[config.mk]
export PLATFORM = sky130hd
export DESIGN_NAME = spmg_port
export DESIGN_NICKNAME = d
export VERILOG_FILES = /design/src/core/spmg_pkg.sv /design/src/core/spmg_port.sv
export SDC_FILE = /design/constraint.sdc
export NUM_CORES = 1
export LEC_CHECK = 0
export BUFFER_PORTS_ARGS = -buffer_cell sky130_fd_sc_hd__buf_2
export CORE_MARGIN = 8
export CORE_UTILIZATION = 60
export CTS_BUF_LIST = sky130_fd_sc_hd__clkbuf_8 sky130_fd_sc_hd__clkbuf_16
export DETAILED_ROUTE_END_ITERATION = 16
export GPL_TIMING_DRIVEN = 0
export PLACE_DENSITY_LB_ADDON = 0.25
export SYNTH_ARGS = -nofsm -noshare
export SYNTH_HDL_FRONTEND = slang
export SYNTH_SLANG_ARGS = --single-unit
[constraint.sdc]
create_clock -name clk_sys_i -period 6 [get_ports clk_sys_i]
set_input_delay 0 -clock clk_sys_i [delete_from_list [all_inputs] [get_ports clk_sys_i]]
set_output_delay 0 -clock clk_sys_i [all_outputs]
set_load 0.05 [all_outputs]
[src/core/spmg_pkg.sv]
// Package: register map, field positions, reset values and timing of the serial/pin port
package spmg_pkg;

  // ----------------------------------------------------------------
  // Register offsets
  // ----------------------------------------------------------------
  localparam logic [7:0] OFF_CONTROL = 8'h68;
  localparam logic [7:0] OFF_STATUS  = 8'h69;
  localparam logic [7:0] OFF_TX_BYTE = 8'h6A;
  localparam logic [7:0] OFF_RX_BYTE = 8'h6B;
  localparam logic [7:0] OFF_PULLUP  = 8'h6C;
  localparam logic [7:0] OFF_DIR     = 8'h6D;
  localparam logic [7:0] OFF_TSEL    = 8'h6E;

  // ----------------------------------------------------------------
  // Field positions
  // ----------------------------------------------------------------
  localparam int CTL_SYNC_RESET = 7;
  localparam int CTL_BOOT_SEL   = 6;
  localparam int CTL_ROLE       = 5;
  localparam int CTL_FUNC       = 4;
  localparam int CTL_PHASE      = 3;
  localparam int CTL_IDLE       = 2;
  localparam int CTL_DIV_LO     = 0;
  localparam int ST_OVERRUN     = 2;
  localparam int ST_RX_READY    = 1;
  localparam int ST_TX_FREE     = 0;
  localparam int TSEL_MULTI     = 2;
  localparam int PAD_SCK        = 0;
  localparam int PAD_MISO       = 1;
  localparam int PAD_MOSI       = 2;
  localparam int PAD_NSS0       = 3;
  localparam int PAD_NSS_FIRST  = 4;

  // ----------------------------------------------------------------
  // Values after reset
  // ----------------------------------------------------------------
  localparam logic [7:0] CONTROL_RESET = 8'h70;
  localparam logic [7:0] TX_RESET      = 8'h00;
  localparam logic [7:0] PULLUP_RESET  = 8'hFF;
  localparam logic [7:0] DIR_RESET     = 8'h00;
  localparam logic [2:0] TSEL_RESET    = 3'h0;
  localparam logic       TX_FREE_RESET = 1'b1;

  // ----------------------------------------------------------------
  // Timing: the system clock stands in for the RC clock
  // ----------------------------------------------------------------
  localparam int SYS_CLK_HZ  = 25_000_000;
  localparam int SLOW_CLK_HZ = 4_000;
  localparam int DIV_RC2     = 2;
  localparam int DIV_RC8     = 8;
  localparam int DIV_RC16    = 16;
  localparam logic [11:0] HALF_RC2  = 12'(DIV_RC2 / 2);
  localparam logic [11:0] HALF_RC8  = 12'(DIV_RC8 / 2);
  localparam logic [11:0] HALF_RC16 = 12'(DIV_RC16 / 2);
  localparam logic [11:0] HALF_SLOW = 12'(SYS_CLK_HZ / (2 * SLOW_CLK_HZ));
  localparam logic [4:0]  LAST_EDGE = 5'h0F;

  typedef enum {SPMG_IDLE, SPMG_RUN} spmg_state_e;

endpackage

[src/core/spmg_port.sv]
// Module: byte-wide serial port, controller or target, with general-purpose pin mode
// ----------------------------------------------------------------
// ----------------------------------------------------------------
//
// Implementation choice: the address-and-strobe port.
module spmg_port (
  input  wire logic       clk_sys_i,
  input  wire logic       rst_b_i,
  input  wire logic [7:0] addr_i,
  input  wire logic [7:0] wr_data_i,
  input  wire logic       wr_en_i,
  input  wire logic       rd_en_i,
  output logic      [7:0] rd_data_o,
  input  wire logic [7:0] pad_in_i,
  output logic      [7:0] pad_out_o,
  output logic      [7:0] pad_oe_o,
  output logic      [7:0] pad_pullup_o,
  output logic            irq_rx_ready_o
);

  // ----------------------------------------------------------------
  // Helpers
  // ----------------------------------------------------------------
  function automatic logic hit(input logic [7:0] a, input logic [7:0] off);
    return a == off;
  endfunction

  function automatic logic [11:0] half_limit(input logic [1:0] sel);
    case (sel)
      2'h0:    return spmg_pkg::HALF_RC2;
      2'h1:    return spmg_pkg::HALF_RC8;
      2'h2:    return spmg_pkg::HALF_RC16;
      default: return spmg_pkg::HALF_SLOW;
    endcase
  endfunction

  // ----------------------------------------------------------------
  // Declarations
  // ----------------------------------------------------------------
  logic [7:0]  ctl_reg;
  logic [7:0]  tx_reg;
  logic [7:0]  pull_reg;
  logic [7:0]  dir_reg;
  logic [2:0]  tsel_reg;
  logic [7:0]  rx_hold_reg;
  logic        tx_free_reg;
  logic        rx_ready_reg;
  logic        overrun_reg;
  logic [7:0]  s1_reg;
  logic [7:0]  s2_reg;
  logic [7:0]  s3_reg;
  logic [7:0]  pin_reg;
  logic        sck_prev_reg;
  logic        tgt_prev_reg;
  logic [11:0] half_cnt_reg;
  logic [4:0]  edge_cnt_reg;
  logic [7:0]  shift_reg;
  logic        out_bit_reg;
  logic        rx_bit_reg;
  logic        sck_reg;
  logic        start_pend_reg;
  spmg_pkg::spmg_state_e state_reg;

  logic        wr_ctl;
  logic        wr_status;
  logic        wr_tx;
  logic        rd_rx;
  logic        sync_clr;
  logic        serial_mode;
  logic        ctrl_role;
  logic        phase1;
  logic        idle_lvl;
  logic        multi;
  logic        ctrl_on;
  logic        tgt_active;
  logic        half_tick;
  logic        start_req;
  logic        tgt_load;
  logic        eng_edge;
  logic        eng_lead;
  logic        eng_in;
  logic        done;
  logic        load;
  logic [7:0]  new_byte;

  // ----------------------------------------------------------------
  // Decode and mode
  // ----------------------------------------------------------------
  // Write and read strobes per register
  assign wr_ctl    = wr_en_i && hit(addr_i, spmg_pkg::OFF_CONTROL);
  assign wr_status = wr_en_i && hit(addr_i, spmg_pkg::OFF_STATUS);
  assign wr_tx     = wr_en_i && hit(addr_i, spmg_pkg::OFF_TX_BYTE);
  assign rd_rx     = rd_en_i && hit(addr_i, spmg_pkg::OFF_RX_BYTE);
  assign sync_clr  = wr_ctl && wr_data_i[spmg_pkg::CTL_SYNC_RESET];

  // Mode fields
  assign serial_mode = ctl_reg[spmg_pkg::CTL_FUNC];
  assign ctrl_role   = ctl_reg[spmg_pkg::CTL_ROLE];
  assign phase1      = ctl_reg[spmg_pkg::CTL_PHASE];
  assign idle_lvl    = ctl_reg[spmg_pkg::CTL_IDLE];
  assign multi       = tsel_reg[spmg_pkg::TSEL_MULTI];
  assign ctrl_on     = serial_mode && ctrl_role;
  // Target is selected while select 0 is seen low
  assign tgt_active  = serial_mode && !ctrl_role && !pin_reg[spmg_pkg::PAD_NSS0];

  // Transfer triggers; a status write during a byte is held as pending
  assign start_req = ctrl_on && state_reg == spmg_pkg::SPMG_IDLE
                     && (wr_status || start_pend_reg);
  assign tgt_load  = tgt_active && !tgt_prev_reg;
  assign half_tick = state_reg == spmg_pkg::SPMG_RUN
                     && half_cnt_reg == half_limit(ctl_reg[1:0]) - 12'h001;

  // Edge sources: own divider as controller, pin edges as target.
  // The target path relies on the far controller keeping SCK slow enough.
  assign eng_edge = ctrl_on ? half_tick
                            : (tgt_active && pin_reg[spmg_pkg::PAD_SCK] != sck_prev_reg);
  assign eng_lead = ctrl_on ? !edge_cnt_reg[0] : (pin_reg[spmg_pkg::PAD_SCK] != idle_lvl);
  assign eng_in   = ctrl_on ? pin_reg[spmg_pkg::PAD_MISO] : pin_reg[spmg_pkg::PAD_MOSI];
  assign done     = eng_edge && !eng_lead && edge_cnt_reg == spmg_pkg::LAST_EDGE;
  assign load     = start_req || tgt_load || (done && !ctrl_on);
  assign new_byte = {shift_reg[6:0], phase1 ? eng_in : rx_bit_reg};

  // ----------------------------------------------------------------
  // Pad input synchroniser
  // ----------------------------------------------------------------
  // A pad change counts once the second and third stages agree
  always_ff @(posedge clk_sys_i or negedge rst_b_i)
  begin
    if (!rst_b_i)
    begin
      s1_reg  <= 8'hFF;
      s2_reg  <= 8'hFF;
      s3_reg  <= 8'hFF;
      pin_reg <= 8'hFF;
    end
    else
    begin
      s1_reg  <= pad_in_i;
      s2_reg  <= s1_reg;
      s3_reg  <= s2_reg;
      pin_reg <= (pin_reg & (s2_reg ^ s3_reg)) | (s3_reg & ~(s2_reg ^ s3_reg));
    end
  end

  // ----------------------------------------------------------------
  // Configuration registers
  // ----------------------------------------------------------------
  // Reset leaves the port as controller with select 0 high, ready to boot
  always_ff @(posedge clk_sys_i or negedge rst_b_i)
  begin
    if (!rst_b_i)
    begin
      ctl_reg  <= spmg_pkg::CONTROL_RESET;
      tx_reg   <= spmg_pkg::TX_RESET;
      pull_reg <= spmg_pkg::PULLUP_RESET;
      dir_reg  <= spmg_pkg::DIR_RESET;
      tsel_reg <= spmg_pkg::TSEL_RESET;
    end
    else
    begin
      if (wr_ctl)
        ctl_reg <= wr_data_i;
      if (wr_tx)
        tx_reg <= wr_data_i;
      if (wr_en_i && hit(addr_i, spmg_pkg::OFF_PULLUP))
        pull_reg <= wr_data_i;
      if (wr_en_i && hit(addr_i, spmg_pkg::OFF_DIR))
        dir_reg <= wr_data_i;
      if (wr_en_i && hit(addr_i, spmg_pkg::OFF_TSEL))
        tsel_reg <= wr_data_i[2:0];
    end
  end

  // ----------------------------------------------------------------
  // Status flags
  // ----------------------------------------------------------------
  // Hardware set wins over software clear on every flag
  always_ff @(posedge clk_sys_i or negedge rst_b_i)
  begin
    if (!rst_b_i)
    begin
      tx_free_reg  <= spmg_pkg::TX_FREE_RESET;
      rx_ready_reg <= 1'b0;
      overrun_reg  <= 1'b0;
      rx_hold_reg  <= 8'h00;
    end
    else
    begin
      if (load)
        tx_free_reg <= 1'b1;
      else if (wr_tx)
        tx_free_reg <= 1'b0;
      if (done)
      begin
        rx_ready_reg <= 1'b1;
        rx_hold_reg  <= new_byte;
      end
      else if (rd_rx)
        rx_ready_reg <= 1'b0;
      if (done && rx_ready_reg && !rd_rx)
        overrun_reg <= 1'b1;
      else if (wr_status && wr_data_i[spmg_pkg::ST_OVERRUN])
        overrun_reg <= 1'b0;
    end
  end

  // ----------------------------------------------------------------
  // Transfer engine
  // ----------------------------------------------------------------
  // One shifter serves both roles; the holding registers around it let
  // the next byte be queued while this one shifts.
  always_ff @(posedge clk_sys_i or negedge rst_b_i)
  begin
    if (!rst_b_i)
    begin
      state_reg      <= spmg_pkg::SPMG_IDLE;
      half_cnt_reg   <= 12'h000;
      edge_cnt_reg   <= 5'h00;
      shift_reg      <= 8'h00;
      out_bit_reg    <= 1'b0;
      rx_bit_reg     <= 1'b0;
      sck_reg        <= 1'b0;
      start_pend_reg <= 1'b0;
      sck_prev_reg   <= 1'b1;
      tgt_prev_reg   <= 1'b0;
    end
    else
    begin
      sck_prev_reg <= pin_reg[spmg_pkg::PAD_SCK];
      tgt_prev_reg <= tgt_active;
      if (sync_clr || !ctrl_on)
      begin
        // Counters cleared; the shifter keeps its data
        state_reg      <= spmg_pkg::SPMG_IDLE;
        half_cnt_reg   <= 12'h000;
        start_pend_reg <= 1'b0;
        sck_reg        <= idle_lvl;
        // A selected target keeps its bit count between pad edges
        if (sync_clr || !tgt_active)
          edge_cnt_reg <= 5'h00;
      end
      else if (wr_status && state_reg == spmg_pkg::SPMG_RUN)
        start_pend_reg <= 1'b1;
      case (state_reg)
        spmg_pkg::SPMG_IDLE:
        begin
          if (!sync_clr && ctrl_on)
            sck_reg <= idle_lvl;
          if (!sync_clr && start_req)
          begin
            state_reg      <= spmg_pkg::SPMG_RUN;
            start_pend_reg <= 1'b0;
            half_cnt_reg   <= 12'h000;
            edge_cnt_reg   <= 5'h00;
          end
        end
        spmg_pkg::SPMG_RUN:
        begin
          if (!sync_clr && ctrl_on)
          begin
            if (half_tick)
            begin
              half_cnt_reg <= 12'h000;
              sck_reg      <= ~sck_reg;
              if (done)
                state_reg <= spmg_pkg::SPMG_IDLE;
            end
            else
              half_cnt_reg <= half_cnt_reg + 12'h001;
          end
        end
        default:
          state_reg <= spmg_pkg::SPMG_IDLE;
      endcase
      // Shifting, msb first; phase picks which edge samples
      if (!sync_clr && load)
      begin
        shift_reg    <= tx_reg;
        out_bit_reg  <= tx_reg[7];
        // Restart the count so a back-to-back target byte ends on edge 16
        edge_cnt_reg <= 5'h00;
      end
      else if (!sync_clr && eng_edge)
      begin
        edge_cnt_reg <= edge_cnt_reg + 5'h01;
        if (eng_lead)
        begin
          if (phase1)
            out_bit_reg <= shift_reg[7];
          else
            rx_bit_reg <= eng_in;
        end
        else
        begin
          shift_reg <= new_byte;
          if (!phase1)
            out_bit_reg <= shift_reg[6];
        end
      end
    end
  end

  // ----------------------------------------------------------------
  // Pads and read port
  // ----------------------------------------------------------------
  // Pad drive; the upper selects are plain pins except the one picked by tsel_reg in multi-target controller mode
  always_ff @(posedge clk_sys_i or negedge rst_b_i)
  begin
    if (!rst_b_i)
    begin
      pad_out_o    <= spmg_pkg::TX_RESET;
      pad_oe_o     <= spmg_pkg::DIR_RESET;
      pad_pullup_o <= spmg_pkg::PULLUP_RESET;
    end
    else
    begin
      pad_out_o    <= tx_reg;
      pad_oe_o     <= dir_reg;
      pad_pullup_o <= pull_reg;
      if (serial_mode)
      begin
        // Pads 3:0 change hands in serial mode, plus the selected upper pad's output in multi-target controller mode
        if (ctrl_role)
        begin
          pad_out_o[spmg_pkg::PAD_SCK]  <= sck_reg;
          pad_out_o[spmg_pkg::PAD_MOSI] <= out_bit_reg;
          pad_out_o[spmg_pkg::PAD_NSS0] <= multi | ctl_reg[spmg_pkg::CTL_BOOT_SEL];
          pad_oe_o[3:0]                 <= 4'hD;
          if (multi)
            pad_out_o[spmg_pkg::PAD_NSS_FIRST + 32'(tsel_reg[1:0])]
              <= ctl_reg[spmg_pkg::CTL_BOOT_SEL];
        end
        else
        begin
          pad_out_o[spmg_pkg::PAD_MISO] <= out_bit_reg;
          pad_oe_o[3:0]                 <= {2'h0, tgt_active, 1'b0};
        end
      end
    end
  end

  // Read data one cycle after the strobe, zero elsewhere
  always_ff @(posedge clk_sys_i or negedge rst_b_i)
  begin
    if (!rst_b_i)
      rd_data_o <= 8'h00;
    else if (rd_en_i)
    begin
      case (addr_i)
        spmg_pkg::OFF_CONTROL: rd_data_o <= ctl_reg;
        spmg_pkg::OFF_STATUS:  rd_data_o <= {5'h00, overrun_reg, rx_ready_reg, tx_free_reg};
        spmg_pkg::OFF_TX_BYTE: rd_data_o <= tx_reg;
        spmg_pkg::OFF_RX_BYTE: rd_data_o <= serial_mode ? rx_hold_reg : pin_reg;
        spmg_pkg::OFF_PULLUP:  rd_data_o <= pull_reg;
        spmg_pkg::OFF_DIR:     rd_data_o <= dir_reg;
        spmg_pkg::OFF_TSEL:    rd_data_o <= {5'h00, tsel_reg};
        default:               rd_data_o <= 8'h00;
      endcase
    end
    else
      rd_data_o <= 8'h00;
  end

  // Receive ready goes straight to the interrupt controller
  assign irq_rx_ready_o = rx_ready_reg;
endmodule // spmg_port

* Word level (Yosys, flattened, before mapping) *
Cells that the tools add are included.

operators by class
  reductions and logical operators = 52
  muxes and demuxes = 58
  bitwise logic cells = 9
  $add $sub $neg = 4
  eq/ne operators = 18
  magnitude comparators = 2

operators by type and width
  kind                                                  count
  2-to-1 mux 32 bit                                     5
  logical NOT 32 bit                                    2
  case mux 32 bit (2 select lines)                      1
  equality test 8 x 7 -> 1 bit, second input constant   7
  2-to-1 mux 8 bit                                      7
  case mux 8 bit (7 select lines)                       1
  2-to-1 mux 12 bit                                     4
  case mux 12 bit (3 select lines)                      1
  equality test 32 x 1 -> 1 bit, second input constant  1
  equality test 32 x 2 -> 1 bit, second input constant  1
  2-to-1 mux 5 bit                                      6
  logical AND 1 bit                                     28
  2-to-1 mux 1 bit                                      26
  case mux 12 bit (2 select lines)                      1
  bitwise AND 8 bit                                     2
  adder 12 x 1 -> 12 bit, second input constant         1
  equality test 12 bit                                  1
  subtractor 12 x 1 -> 12 bit, second input constant    1
  logical NOT 1 bit                                     9
  bitwise mux 8 bit                                     1
  2-to-1 mux 4 bit                                      2
  inverter 8 bit                                        1
  bitwise OR 8 bit                                      1
  nonzero test 2 bit                                    4
  other kinds (22)                                      29

word-level totals
  flip-flop bits (word level) = 173
  output and inout bits = 33
  bits of input ports = 28
  logic and storage cells = 170

* Depth between registers and ports, before layout *
Gate-level depths: netlist (run 1).

  depth after elaboration = 13
  mapped depth = 11
  depth with buffers taken out = 9

* Worst setup path before layout (run 1) *
Ideal clock, no wire load.

  kind = reg-to-reg
  from = register half_cnt_reg[4]
  to = register rx_hold_reg[1]
  path slack = 3.555 ns
  library setup time = 0.125 ns
  arrival time = 2.320 ns
  cell stages (with the launch flop) = 9
  buffers on the path = 2
  clock period less this slack = 2.445 ns
  data required time = 5.875 ns
  cell sequence = dfrtp_1 -> or4_1 -> o22ai_1 -> nand4_1 -> o31a_1 -> buf_2 -> nor2_1 -> buf_2 -> mux2_2

between the ends
  cells in the longest elaborated chain, start to end = 5

ends and longest elaborated chain
  element                          line              text
  start, declared                  spmg_port.sv:55   logic [11:0] half_cnt_reg;
  start signal, assigned           spmg_port.sv:269  half_cnt_reg <= half_cnt_reg + 12'h001;
  equality test 12 bit             spmg_port.sv:111  && half_cnt_reg == half_limit(ctl_reg[1:0]) - 12'h001;
  logical AND 1 bit                spmg_port.sv:111
  2-to-1 mux 1 bit                 spmg_port.sv:115  assign eng_edge = ctrl_on ? half_tick
  logical AND 1 bit (2 in series)  spmg_port.sv:119  assign done = eng_edge && !eng_lead && edge_cnt_reg == spmg_pkg::LAST_EDGE;
  end signal, assigned             spmg_port.sv:196  rx_hold_reg <= new_byte;
  end, declared                    spmg_port.sv:45   logic [7:0] rx_hold_reg;

Every way passes these cells.
A chain may end at the register's enable or synchronous reset.

* Final worst setup path (run 1) *
  from = register ctl_reg[4]
  to = register edge_cnt_reg[3]

between the ends
  cells in the longest elaborated chain, start to end = 10
  elaborated cells between the ends (all ways) = 28
  those cells by class = mux (8); reduce/logical (20)

ends and longest elaborated chain
  element                                                        line                                text
  start, declared                                                spmg_port.sv:40                     logic [7:0] ctl_reg;
  start signal, assigned                                         spmg_port.sv:153                    ctl_reg <= spmg_pkg::CONTROL_RESET;
  start signal, assigned                                         spmg_port.sv:162                    ctl_reg <= wr_data_i;
  logical AND 1 bit (2 in series)                                spmg_port.sv:104                    assign tgt_active = serial_mode && !ctrl_role && !pin_reg[spmg_pkg::PAD_NSS0];
  logical NOT 1 bit / logical AND 1 bit (equally long branches)  spmg_port.sv:239, spmg_port.sv:116
  logical OR 1 bit / 2-to-1 mux 1 bit (equally long branches)    spmg_port.sv:239, spmg_port.sv:115
  2-to-1 mux 5 bit / logical AND 1 bit (equally long branches)   spmg_port.sv:239, spmg_port.sv:119
  2-to-1 mux 5 bit / logical AND 1 bit (equally long branches)   spmg_port.sv:231, spmg_port.sv:119
  2-to-1 mux 5 bit / logical AND 1 bit (equally long branches)   spmg_port.sv:249, spmg_port.sv:120
  2-to-1 mux 5 bit / logical OR 1 bit (equally long branches)    spmg_port.sv:244, spmg_port.sv:120
  2-to-1 mux 5 bit / logical AND 1 bit (equally long branches)   spmg_port.sv:283, spmg_port.sv:276
  2-to-1 mux 5 bit *                                             spmg_port.sv:276                    if (!sync_clr && load)
  end signal, assigned                                           spmg_port.sv:285                    edge_cnt_reg <= edge_cnt_reg + 5'h01;
  end, declared                                                  spmg_port.sv:56                     logic [4:0] edge_cnt_reg;

Every way passes the cells marked *; elsewhere a longest branch is shown, timed or not.

==> results.json, run 1 <==
{
  "finalSetupViolCount": 0,
  "syn_to_final_growth_pct": 20.6,
  "globalplace.congestion": 0.852,
  "drv_cap": 0,
  "crit_path_end_kind": "register",
  "cp.required_ns": 6.33,
  "ys_seq_elements": 173,
  "synth.most_common_cell": "dfrtp_1",
  "synth_area_um2": 6900,
  "ant_nets": 0,
  "drt_pass1_iterations": 5,
  "cts_made_buffers": 17,
  "vias": 4690,
  "die_w_um": 123,
  "h-tree-depth": 4,
  "tightest_slew_ns": 1.08,
  "dieArea_um2": 15200,
  "yosysTopAreaCellShare": 0.435,
  "grt_max_degree": 95,
  "critPathLaunch": "ctl_reg[4]$_DFFE_PN1N_",
  "fin_crit_ns": 2.98,
  "totalWireLength_um": 14800,
  "reg2regPathDepth": 9,
  "first_global_vias": 4719,
  "hold_viol_final": 0,
  "track_usage": 0.209,
  "cts_tree": "done",
  "avgViaCountPerCell": 5.72,
  "cts-resized-gates": 0,
  "status": "finished, final reports clean",
  "io_pins": 61,
  "irDropWorstVdd_mv": 0.348,
  "postCtsSetupBuffers": 0,
  "maxSlewHeadroom": 0.278,
  "layout_worst_path_cycle_share": 0.497,
  "drv_slew": 0,
  "antenna_found_initial": 0,
  "insertion_delay_ns": 0.43,
  "grt_pass1_wl_um": 24400,
  "synth_edf_count": 0,
  "yosys_warnings": 0,
  "ys_top_cells_by_area": "dfrtp_1 (44%), dfstp_2 (20%), mux2_2 (8.8%)",
  "largest_reg_flops": 32,
  "ys.flop_type": "dfrtp_1",
  "initial_core_util": 0.610,
  "nNetsFinal": 698,
  "clockRootBuffer": "clkbuf_16",
  "synth.avg_cell_area_um2": 12.8,
  "dpl.cell_count": 770,
  "grt_overflow": 0,
  "synth_cells": 539,
  "antenna_cells": 0,
  "worstPathArrival_ns": 3.31,
  "dpl.hpwl_um": 10000,
  "clk_pin_slew_ns": 0.06,
  "cp-endpoint": "edge_cnt_reg[3]$_DFF_PN0_",
  "async_flop_share": 1.00,
  "setup_tns_ns": 0,
  "crit_fanout": 10,
  "drt_iter0_drc": 487,
  "path_class": "register to register",
  "synth.distinct_cells": 60,
  "cp-start-kind": "register",
  "yosys-top-cells-count": "dfrtp_1 (120), mux2_2 (54), dfstp_2 (53)",
  "reg2reg_to": "edge_cnt_reg[3]$_DFF_PN0_",
  "synth_top_cell_by_area": "dfrtp_1",
  "max_clock_freq_mhz": 335,
  "drc": 0,
  "powerDensity_nw_per_um2": 307,
  "fp.dieH_um": 123,
  "fin_skew_ns": 0.0116,
  "regToRegStartpoint": "ctl_reg[4]$_DFFE_PN1N_",
  "regToRegSetupSlack_ns": 3.02,
  "fin_cells": 820,
  "rows": 39,
  "cts.sinks": 173,
  "routedWlPerCell_um": 18.1,
  "leakage_uw": 0.00380,
  "drive_gt1_frac": 0.309,
  "rsz0062_at_grt": "false",
  "ys_seq_area_frac": 0.637,
  "port_buffers": 57,
  "min_path_type": "input pin to register",
  "ctsLongestPathBuffers": 2,
  "fp.coreArea_um2": 11300
}
[worst max-delay path, cell delays in order (launching register included)]
cell      delay, ns
dfstp_2        0.51
buf_2          0.24
and2_1         0.16
clkbuf_1       0.42
o21ai_0        0.36
a41oi_1        0.31
o41a_1         0.24
nor2_1         0.10
clkbuf_1       0.27
a311oi_1       0.27
[stage by stage]
step	setup WS, ns	utilization	hold WS, ns	total power [uW]	area [um^2]
after floorplan	3.56	-	-0.296	1370	7020
after CTS	3.04	0.735	0.0163	2580	8320
after global routing	2.86	0.735	0.102	2650	8320
after detailed placement	3.08	0.664	0.0617	1440	7510
after global placement	2.56	0.661	0.105	1430	7480
final	3.02	0.735	0.0420	2560	8320
[worst min-delay path by stage]
stage | depth (start not counted) | start | slack [ns] | to
floorplan | 0 | rst_b_i | -0.30 | ctl_reg[0]$_DFFE_PN0N_
global placement | 1 | pad_in_i[7] | 0.11 | s1_reg[7]$_DFF_PN1_
detailed placement | 1 | rst_b_i | 0.06 | half_cnt_reg[8]$_DFF_PN0_
CTS | 4 | addr_i[1] | 0.02 | overrun_reg$_DFFE_PN0P_
global route | 4 | addr_i[1] | 0.10 | overrun_reg$_DFFE_PN0P_
finish | 4 | addr_i[1] | 0.04 | overrun_reg$_DFFE_PN0P_
[logic make-up after synthesis]
logic type | count (synthesis) | synth area share
adder cells (fa/ha/maj) | 14 | 0.0225
AO/OA/AOI/OAI | 89 | 0.0810
XOR/XNOR | 5 | 0.00634
AND/OR/NAND/NOR | 154 | 0.120
multiplexers | 73 | 0.116
other | 1 | 0.000543
buffers and inverters | 30 | 0.0169
flip-flops | 173 | 0.637
[area by class of cell]
class	instances	area [um^2]
plain buffers	19	75.1
clock inverters	11	115
multi-input cells	366	2500
flip-flops and latches	173	4400
fillers	756	3000
clock buffers	21	514
repair buffers	76	499
well taps	143	179
inverters	11	41.3
[placed cells by master, fill, tap and decap left out, types with 3 or more instances in the layout]
| cell type | netlist | layout |
|---|---|---|
| nand2_1 | 46 | 46 |
| nand4b_1 | 5 | 5 |
| mux2_2 | 54 | 54 |
| nand3_1 | 14 | 14 |
| a31oi_1 | 5 | 5 |
| inv_6 | 0 | 3 |
| inv_1 | 11 | 11 |
| mux2i_1 | 19 | 19 |
| conb_1 | 1 | 31 |
| dfrtp_1 | 120 | 120 |
| a32oi_1 | 4 | 4 |
| a21oi_1 | 19 | 19 |
| or4_1 | 3 | 3 |
| and3_1 | 7 | 7 |
| nand4_1 | 6 | 6 |
| dlygate4sd3_1 | 0 | 18 |
| buf_2 | 3 | 59 |
| nor3b_1 | 3 | 3 |
| o21ai_0 | 24 | 24 |
| maj3_1 | 8 | 8 |
| o22ai_1 | 5 | 5 |
| nor3_1 | 7 | 7 |
| clkbuf_16 | 0 | 20 |
| nor4_1 | 9 | 9 |
| ha_1 | 6 | 6 |
| o22a_1 | 3 | 3 |
| a222oi_1 | 3 | 3 |
| or3_1 | 7 | 7 |
| and2_1 | 4 | 4 |
| dfstp_2 | 53 | 53 |
| nor2_1 | 24 | 24 |
| xor2_1 | 4 | 4 |
| nor2b_1 | 3 | 3 |
| clkinv_4 | 0 | 3 |
| clkbuf_1 | 14 | 14 |
| o21ai_1 | 8 | 8 |
[power breakdown]
group,switching [uW],internal (uW)
registers,30.7,1230
clock network,464,668
logic,106,58.4
[layer usage]
layer / vias up / share of wire / track usage
met1: 2349 / 0.44 / 0.284
met3: 20 / 0.064 / 0.0543
met4: 0 / 0.015 / 0.0775
met5: - / 0 / 0
li1: 2173 / - / -
met2: 148 / 0.48 / 0.319
[repair_timing]
action	in CTS	in global routing
hold buffers	18	0
endpoints found under the hold margin	109	0
endpoints found under the setup margin	0	0
No activity file was read; power rests on OpenSTA's default activity.
==> inputs of run 2 (changes only) <==
--- a/config.mk
+++ b/config.mk
@@ -7,7 +7,7 @@
 export LEC_CHECK = 0
 export BUFFER_PORTS_ARGS = -buffer_cell sky130_fd_sc_hd__buf_2
 export CORE_MARGIN = 8
-export CORE_UTILIZATION = 60
+export CORE_UTILIZATION = 53
 export CTS_BUF_LIST = sky130_fd_sc_hd__clkbuf_8 sky130_fd_sc_hd__clkbuf_16
 export DETAILED_ROUTE_END_ITERATION = 16
 export GPL_TIMING_DRIVEN = 0
==> constraint.sdc (replaced) <==
create_clock -name clk_sys_i -period 2.5 [get_ports clk_sys_i]
set_input_delay 0 -clock clk_sys_i [delete_from_list [all_inputs] [get_ports clk_sys_i]]
set_output_delay 0 -clock clk_sys_i [all_outputs]
set_load 0.05 [all_outputs]
==> run 2 against run 1 <==
  * Flip-flop and latch count unchanged
  * First-iteration DRC count down 12%
  * Sequential power up 140%
  * Wire length up 2.0%
  * Design area up 2.5%
  * Total power up 130%
==> results.json, run 2 (synthesized netlist as in run 1, its figures left out) <==
{
  "fp.dieH_um": 130,
  "drv_slew": 0,
  "cts_tree": "done",
  "antenna_found_initial": 0,
  "maxSlewHeadroom": 0.272,
  "drt_iter0_drc": 427,
  "min_path_cells": 4,
  "first_global_vias": 4869,
  "crit_path_end_kind": "register",
  "ant_nets": 0,
  "cp.required_ns": 2.81,
  "totalWireLength_um": 15100,
  "grt_max_degree": 95,
  "ctsLongestPathBuffers": 2,
  "path_buf_inv": 2,
  "clockRootBuffer": "clkbuf_16",
  "regToRegSetupSlack_ns": 0.04,
  "finalSetupViolCount": 0,
  "cts.sinks": 173,
  "track_usage": 0.188,
  "cts_made_buffers": 17,
  "fin_cells": 859,
  "dpl_cell_area_um2": 7550,
  "max_clock_freq_mhz": 407,
  "reg2regPathDepth": 9,
  "h-tree-depth": 4,
  "vias": 4778,
  "layout_worst_path_cycle_share": 0.984,
  "drc": 0,
  "fin_skew_ns": 0.00686,
  "drv_cap": 0,
  "rsz0062_at_grt": "true",
  "crit_chain": "or4_1 -> o22ai_2 -> nand4_1 -> o31a_1 -> buf_6 -> nor3_4 -> buf_12 -> mux2i_2 -> o21ai_1",
  "irDropWorstVdd_mv": 0.481,
  "die_w_um": 130,
  "syn_to_final_growth_pct": 23.6,
  "reg2reg_to": "shift_reg[5]$_DFFE_PN0P_",
  "min_path_type": "input pin to register",
  "initial_core_util": 0.545,
  "io_pins": 61,
  "status": "finished, final reports clean",
  "avgViaCountPerCell": 5.56,
  "grt_overflow": 0,
  "routedWlPerCell_um": 17.6,
  "total_power_uw": 5980,
  "setup_tns_ns": 0,
  "dpl.cell_count": 799,
  "nNetsFinal": 708,
  "globalplace.congestion": 0.884,
  "crit_fanout": 8,
  "fill_cells": 979,
  "clk_pin_slew_ns": 0.06,
  "dpl.hpwl_um": 10300,
  "fp.coreArea_um2": 12700,
  "grt_pass1_wl_um": 24400,
  "critical_path_depth": 9,
  "final_cell_mix": "dfrtp_1 (120), buf_2 (58), dfstp_2 (53), mux2_2 (49), nand2_1 (45)",
  "path_class": "register to register",
  "worstPathArrival_ns": 2.77,
  "leakage_uw": 0.00389,
  "cp_top_family": "simple AND/OR/NAND/NOR gates",
  "tightest_slew_ns": 1.08,
  "dieArea_um2": 16900,
  "critPathLaunch": "half_cnt_reg[4]$_DFF_PN0_",
  "fin_crit_ns": 2.46,
  "largest_reg_flops": 32,
  "regToRegStartpoint": "half_cnt_reg[4]$_DFF_PN0_",
  "antenna_cells": 0,
  "hold_viol_final": 0,
  "port_buffers": 57,
  "drt_pass1_iterations": 5,
  "powerDensity_nw_per_um2": 701,
  "slowest_delay_ns": 0.56,
  "cp-start-kind": "register",
  "fin_area_um2": 8530,
  "layout_commonest_cell": "dfrtp_1",
  "crit_slowest_cell": "or4_1",
  "drive_gt1_frac": 0.341,
  "cp-endpoint": "shift_reg[5]$_DFFE_PN0P_",
  "rows": 41,
  "insertion_delay_ns": 0.43
}
## run 2: worst min-delay path by stage
stage / start / end
after floorplan: rst_b_i / ctl_reg[0]$_DFFE_PN0N_
after CTS: addr_i[1] / overrun_reg$_DFFE_PN0P_
after global placement: pad_in_i[5] / s1_reg[5]$_DFF_PN1_
after detailed placement: rst_b_i / state_reg[23]$_DFF_PN0_
final: addr_i[1] / overrun_reg$_DFFE_PN0P_
after global routing: addr_i[1] / overrun_reg$_DFFE_PN0P_
## run 2: cell type report
class	count	area, um^2	share of cell area
tap	172	215	0.0252
sequential	173	4400	0.515
timing repair buffer	88	609	0.0714
multi-input combinational	366	2610	0.305
inverter	11	41.3	0.00484
buffer	17	88.8	0.0104
clock buffer	18	450	0.0528
clock inverter	14	126	0.0148
## run 2: through the flow
stage               setup slack, ns  utilization  hold WS, ns
floorplan                    0.0554            -       -0.296
global placement              -1.01        0.593        0.105
detailed placement           -0.500        0.596       0.0136
CTS                         0.00359        0.664       0.0362
global route                -0.0570        0.673       0.0493
finish                       0.0401        0.673       0.0604
## run 2: where the power goes
part	internal, uW	switching (uW)
sequential	2960	78.1
combinational	148	259
clock	1510	1030
total	4610	1370
## run 2: repair_timing
action	in CTS	in global routing
resized for setup	15	24
pin swaps	7	6
endpoints found under the setup margin	37	32
endpoints found under the hold margin	129	0
cloned	0	0
buffers inserted	7	5
hold buffers	18	0
## run 2: routing by layer
metal | wire length [um] | share of wire | track usage | up-vias
li1 | - | - | - | 2191
met3 | 1130 | 0.075 | 0.0563 | 27
met2 | 7190 | 0.48 | 0.293 | 179
met4 | 274 | 0.018 | 0.0833 | 0
met5 | 0 | 0 | 0 | -
met1 | 6520 | 0.43 | 0.240 | 2381
## run 2: worst reg2reg max path, cell delays in order, from the launching register on
cell,delay [ns]
dfrtp_1,0.39
or4_1,0.56
o22ai_2,0.15
nand4_1,0.15
o31a_1,0.32
buf_6,0.13
nor3_4,0.18
buf_12,0.16
mux2i_2,0.22
o21ai_1,0.09
==> inputs of run 3 (changes only) <==
--- a/config.mk
+++ b/config.mk
@@ -8,7 +8,6 @@
 export BUFFER_PORTS_ARGS = -buffer_cell sky130_fd_sc_hd__buf_2
 export CORE_MARGIN = 8
 export CORE_UTILIZATION = 53
-export CTS_BUF_LIST = sky130_fd_sc_hd__clkbuf_8 sky130_fd_sc_hd__clkbuf_16
 export DETAILED_ROUTE_END_ITERATION = 16
 export GPL_TIMING_DRIVEN = 0
 export PLACE_DENSITY_LB_ADDON = 0.25
==> run 3 against run 2 <==
  * Maximum frequency stayed put
  * Design area unchanged
  * Sequential power is essentially flat
  * Cell count unchanged
  * Utilization is the same
  * Clock skew about the same
  * Global-route usage unchanged
  * Via count up 0.17%
  * Die area unchanged
  * Critical path type unchanged
  * Critical endpoint unchanged
==> results.json, run 3 (synthesized netlist as in run 1, its figures left out) <==
{
  "status": "finished, final reports clean",
  "h-tree-depth": 4,
  "multi_input_area_um2": 2610,
  "ctsLongestPathBuffers": 2,
  "finalSetupViolCount": 0,
  "p_int_uw": 4630,
  "cp_top_family": "simple AND/OR/NAND/NOR gates",
  "initial_core_util": 0.545,
  "cts.sinks": 173,
  "total_power_uw": 5990,
  "layout_worst_path_cycle_share": 0.984,
  "drt_iter0_drc": 427,
  "max_clock_freq_mhz": 407,
  "dpl.hpwl_um": 10300,
  "drv_slew": 0,
  "rows": 41,
  "port_buffers": 57,
  "path_class": "register to register",
  "final_cell_mix": "dfrtp_1 (120), buf_2 (58), dfstp_2 (53), mux2_2 (49), nand2_1 (45)",
  "grt_pass1_wl_um": 24400,
  "antenna_found_initial": 0,
  "largest_reg_flops": 32,
  "avgViaCountPerCell": 5.57,
  "rsz0062_at_grt": "true",
  "nNetsFinal": 708,
  "fin_crit_ns": 2.46,
  "track_usage": 0.188,
  "fin_skew_ns": 0.00673,
  "fp.dieH_um": 130,
  "crit_slowest_cell": "or4_1",
  "maxSlewHeadroom": 0.273,
  "die_w_um": 130,
  "clk_pin_slew_ns": 0.06,
  "switching_share": 0.228,
  "slowest_delay_ns": 0.56,
  "fill_cells": 979,
  "cts_made_buffers": 17,
  "pwr-share-comb": 0.068,
  "io_pins": 61,
  "cp-start-kind": "register",
  "drv_cap": 0,
  "powerDensity_nw_per_um2": 702,
  "cp.required_ns": 2.81,
  "crit_fanout": 8,
  "irDropWorstVdd_mv": 0.491,
  "p_sw_uw": 1370,
  "routedWlPerCell_um": 17.6,
  "vias": 4786,
  "dieArea_um2": 16900,
  "drt_pass1_iterations": 6,
  "clockRootBuffer": "clkbuf_16",
  "worstPathArrival_ns": 2.77,
  "holdWs_ns": 0.0605,
  "ant_nets": 0,
  "tightest_slew_ns": 1.08,
  "hold_viol_final": 0,
  "setup_ws_ns": 0.0401,
  "globalplace.congestion": 0.884,
  "fp.coreArea_um2": 12700,
  "crit_path_end_kind": "register",
  "regArea_um2": 4400,
  "antenna_cells": 0,
  "layout_commonest_cell": "dfrtp_1",
  "clkPwrFrac": 0.426,
  "dp_slack_ns": -0.500,
  "insertion_delay_ns": 0.43,
  "dpl.cell_count": 799,
  "fin_cells": 859,
  "power_frac_seq": 0.507,
  "grt_max_degree": 95,
  "syn_to_final_growth_pct": 23.6,
  "utilization": 0.673,
  "path_buf_inv": 2,
  "first_global_vias": 4869,
  "totalWireLength_um": 15100,
  "min_path_type": "input pin to register",
  "drc": 0,
  "drive_gt1_frac": 0.341,
  "grt_overflow": 0,
  "leakage_uw": 0.00388,
  "cts_tree": "done",
  "crit_chain": "or4_1 -> o22ai_2 -> nand4_1 -> o31a_1 -> buf_6 -> nor3_4 -> buf_12 -> mux2i_2 -> o21ai_1"
}
## run 3: stage by stage
stage | TNS, ns | instance area, um^2
global placement | -130.61 | 7520
finish | 0 | 8530
CTS | 0 | 8420
floorplan | 0 | 7020
detailed placement | -10.82 | 7550
global route | -0.354 | 8530
## run 3: tightest hold or removal path: stages
cell and delay, ns:
buf_2 0.13, nor2b_1 0.09, nand4_1 0.10, a32o_1 0.13
## run 3: routing by layer
layer	GRT usage	up-vias	part of all wire
met1	0.240	2379	0.43
met4	0.0833	0	0.020
met3	0.0563	31	0.075
met5	0	-	0
met2	0.293	187	0.47
li1	-	2189	-
## run 3: worst paths after layout
check                                     startpoint                         to  slack, ns  cells after the start
setup / recovery           half_cnt_reg[4]$_DFF_PN0_   shift_reg[5]$_DFFE_PN0P_       0.04                      9
hold reg to reg                  s1_reg[4]$_DFF_PN1_        s2_reg[4]$_DFF_PN1_       0.35                      0
setup reg to reg           half_cnt_reg[4]$_DFF_PN0_   shift_reg[5]$_DFFE_PN0P_       0.04                      9
min in group asynchronous                    rst_b_i    state_reg[23]$_DFF_PN0_       0.12                      2
max in group asynchronous                    rst_b_i  pad_pullup_o[6]$_DFF_PN1_       1.51                      3
hold / removal                             addr_i[1]    overrun_reg$_DFFE_PN0P_       0.06                      4
## run 3: cell type report
class                   instances  area share
plain buffers                  17      0.0104
clock buffers                  21      0.0541
clock inverters                11      0.0135
inverters                      11     0.00484
multi-input cells             366       0.305
flip-flops and latches        173       0.515
well taps                     172      0.0252
repair buffers                 88      0.0714
## run 3: timing repair
| item | 4_1_cts | 5_1_grt |
|---|---|---|
| pin swaps | 7 | 6 |
| hold endpoints to repair | 129 | 0 |
| gates resized for setup | 15 | 24 |
| hold buffers | 18 | 0 |
| endpoints found under the setup margin | 37 | 32 |
| setup buffers | 7 | 5 |
## run 3: power groups by stage
stage	clock network (uW)	registers [uW]	logic, uW
6_report	2550	3040	407
5_1_grt	2730	3050	442
4_1_cts	2620	3030	408
3_5_place_dp	0	3080	378
3_3_place_gp	0	3070	359
2_1_floorplan	0	3120	155
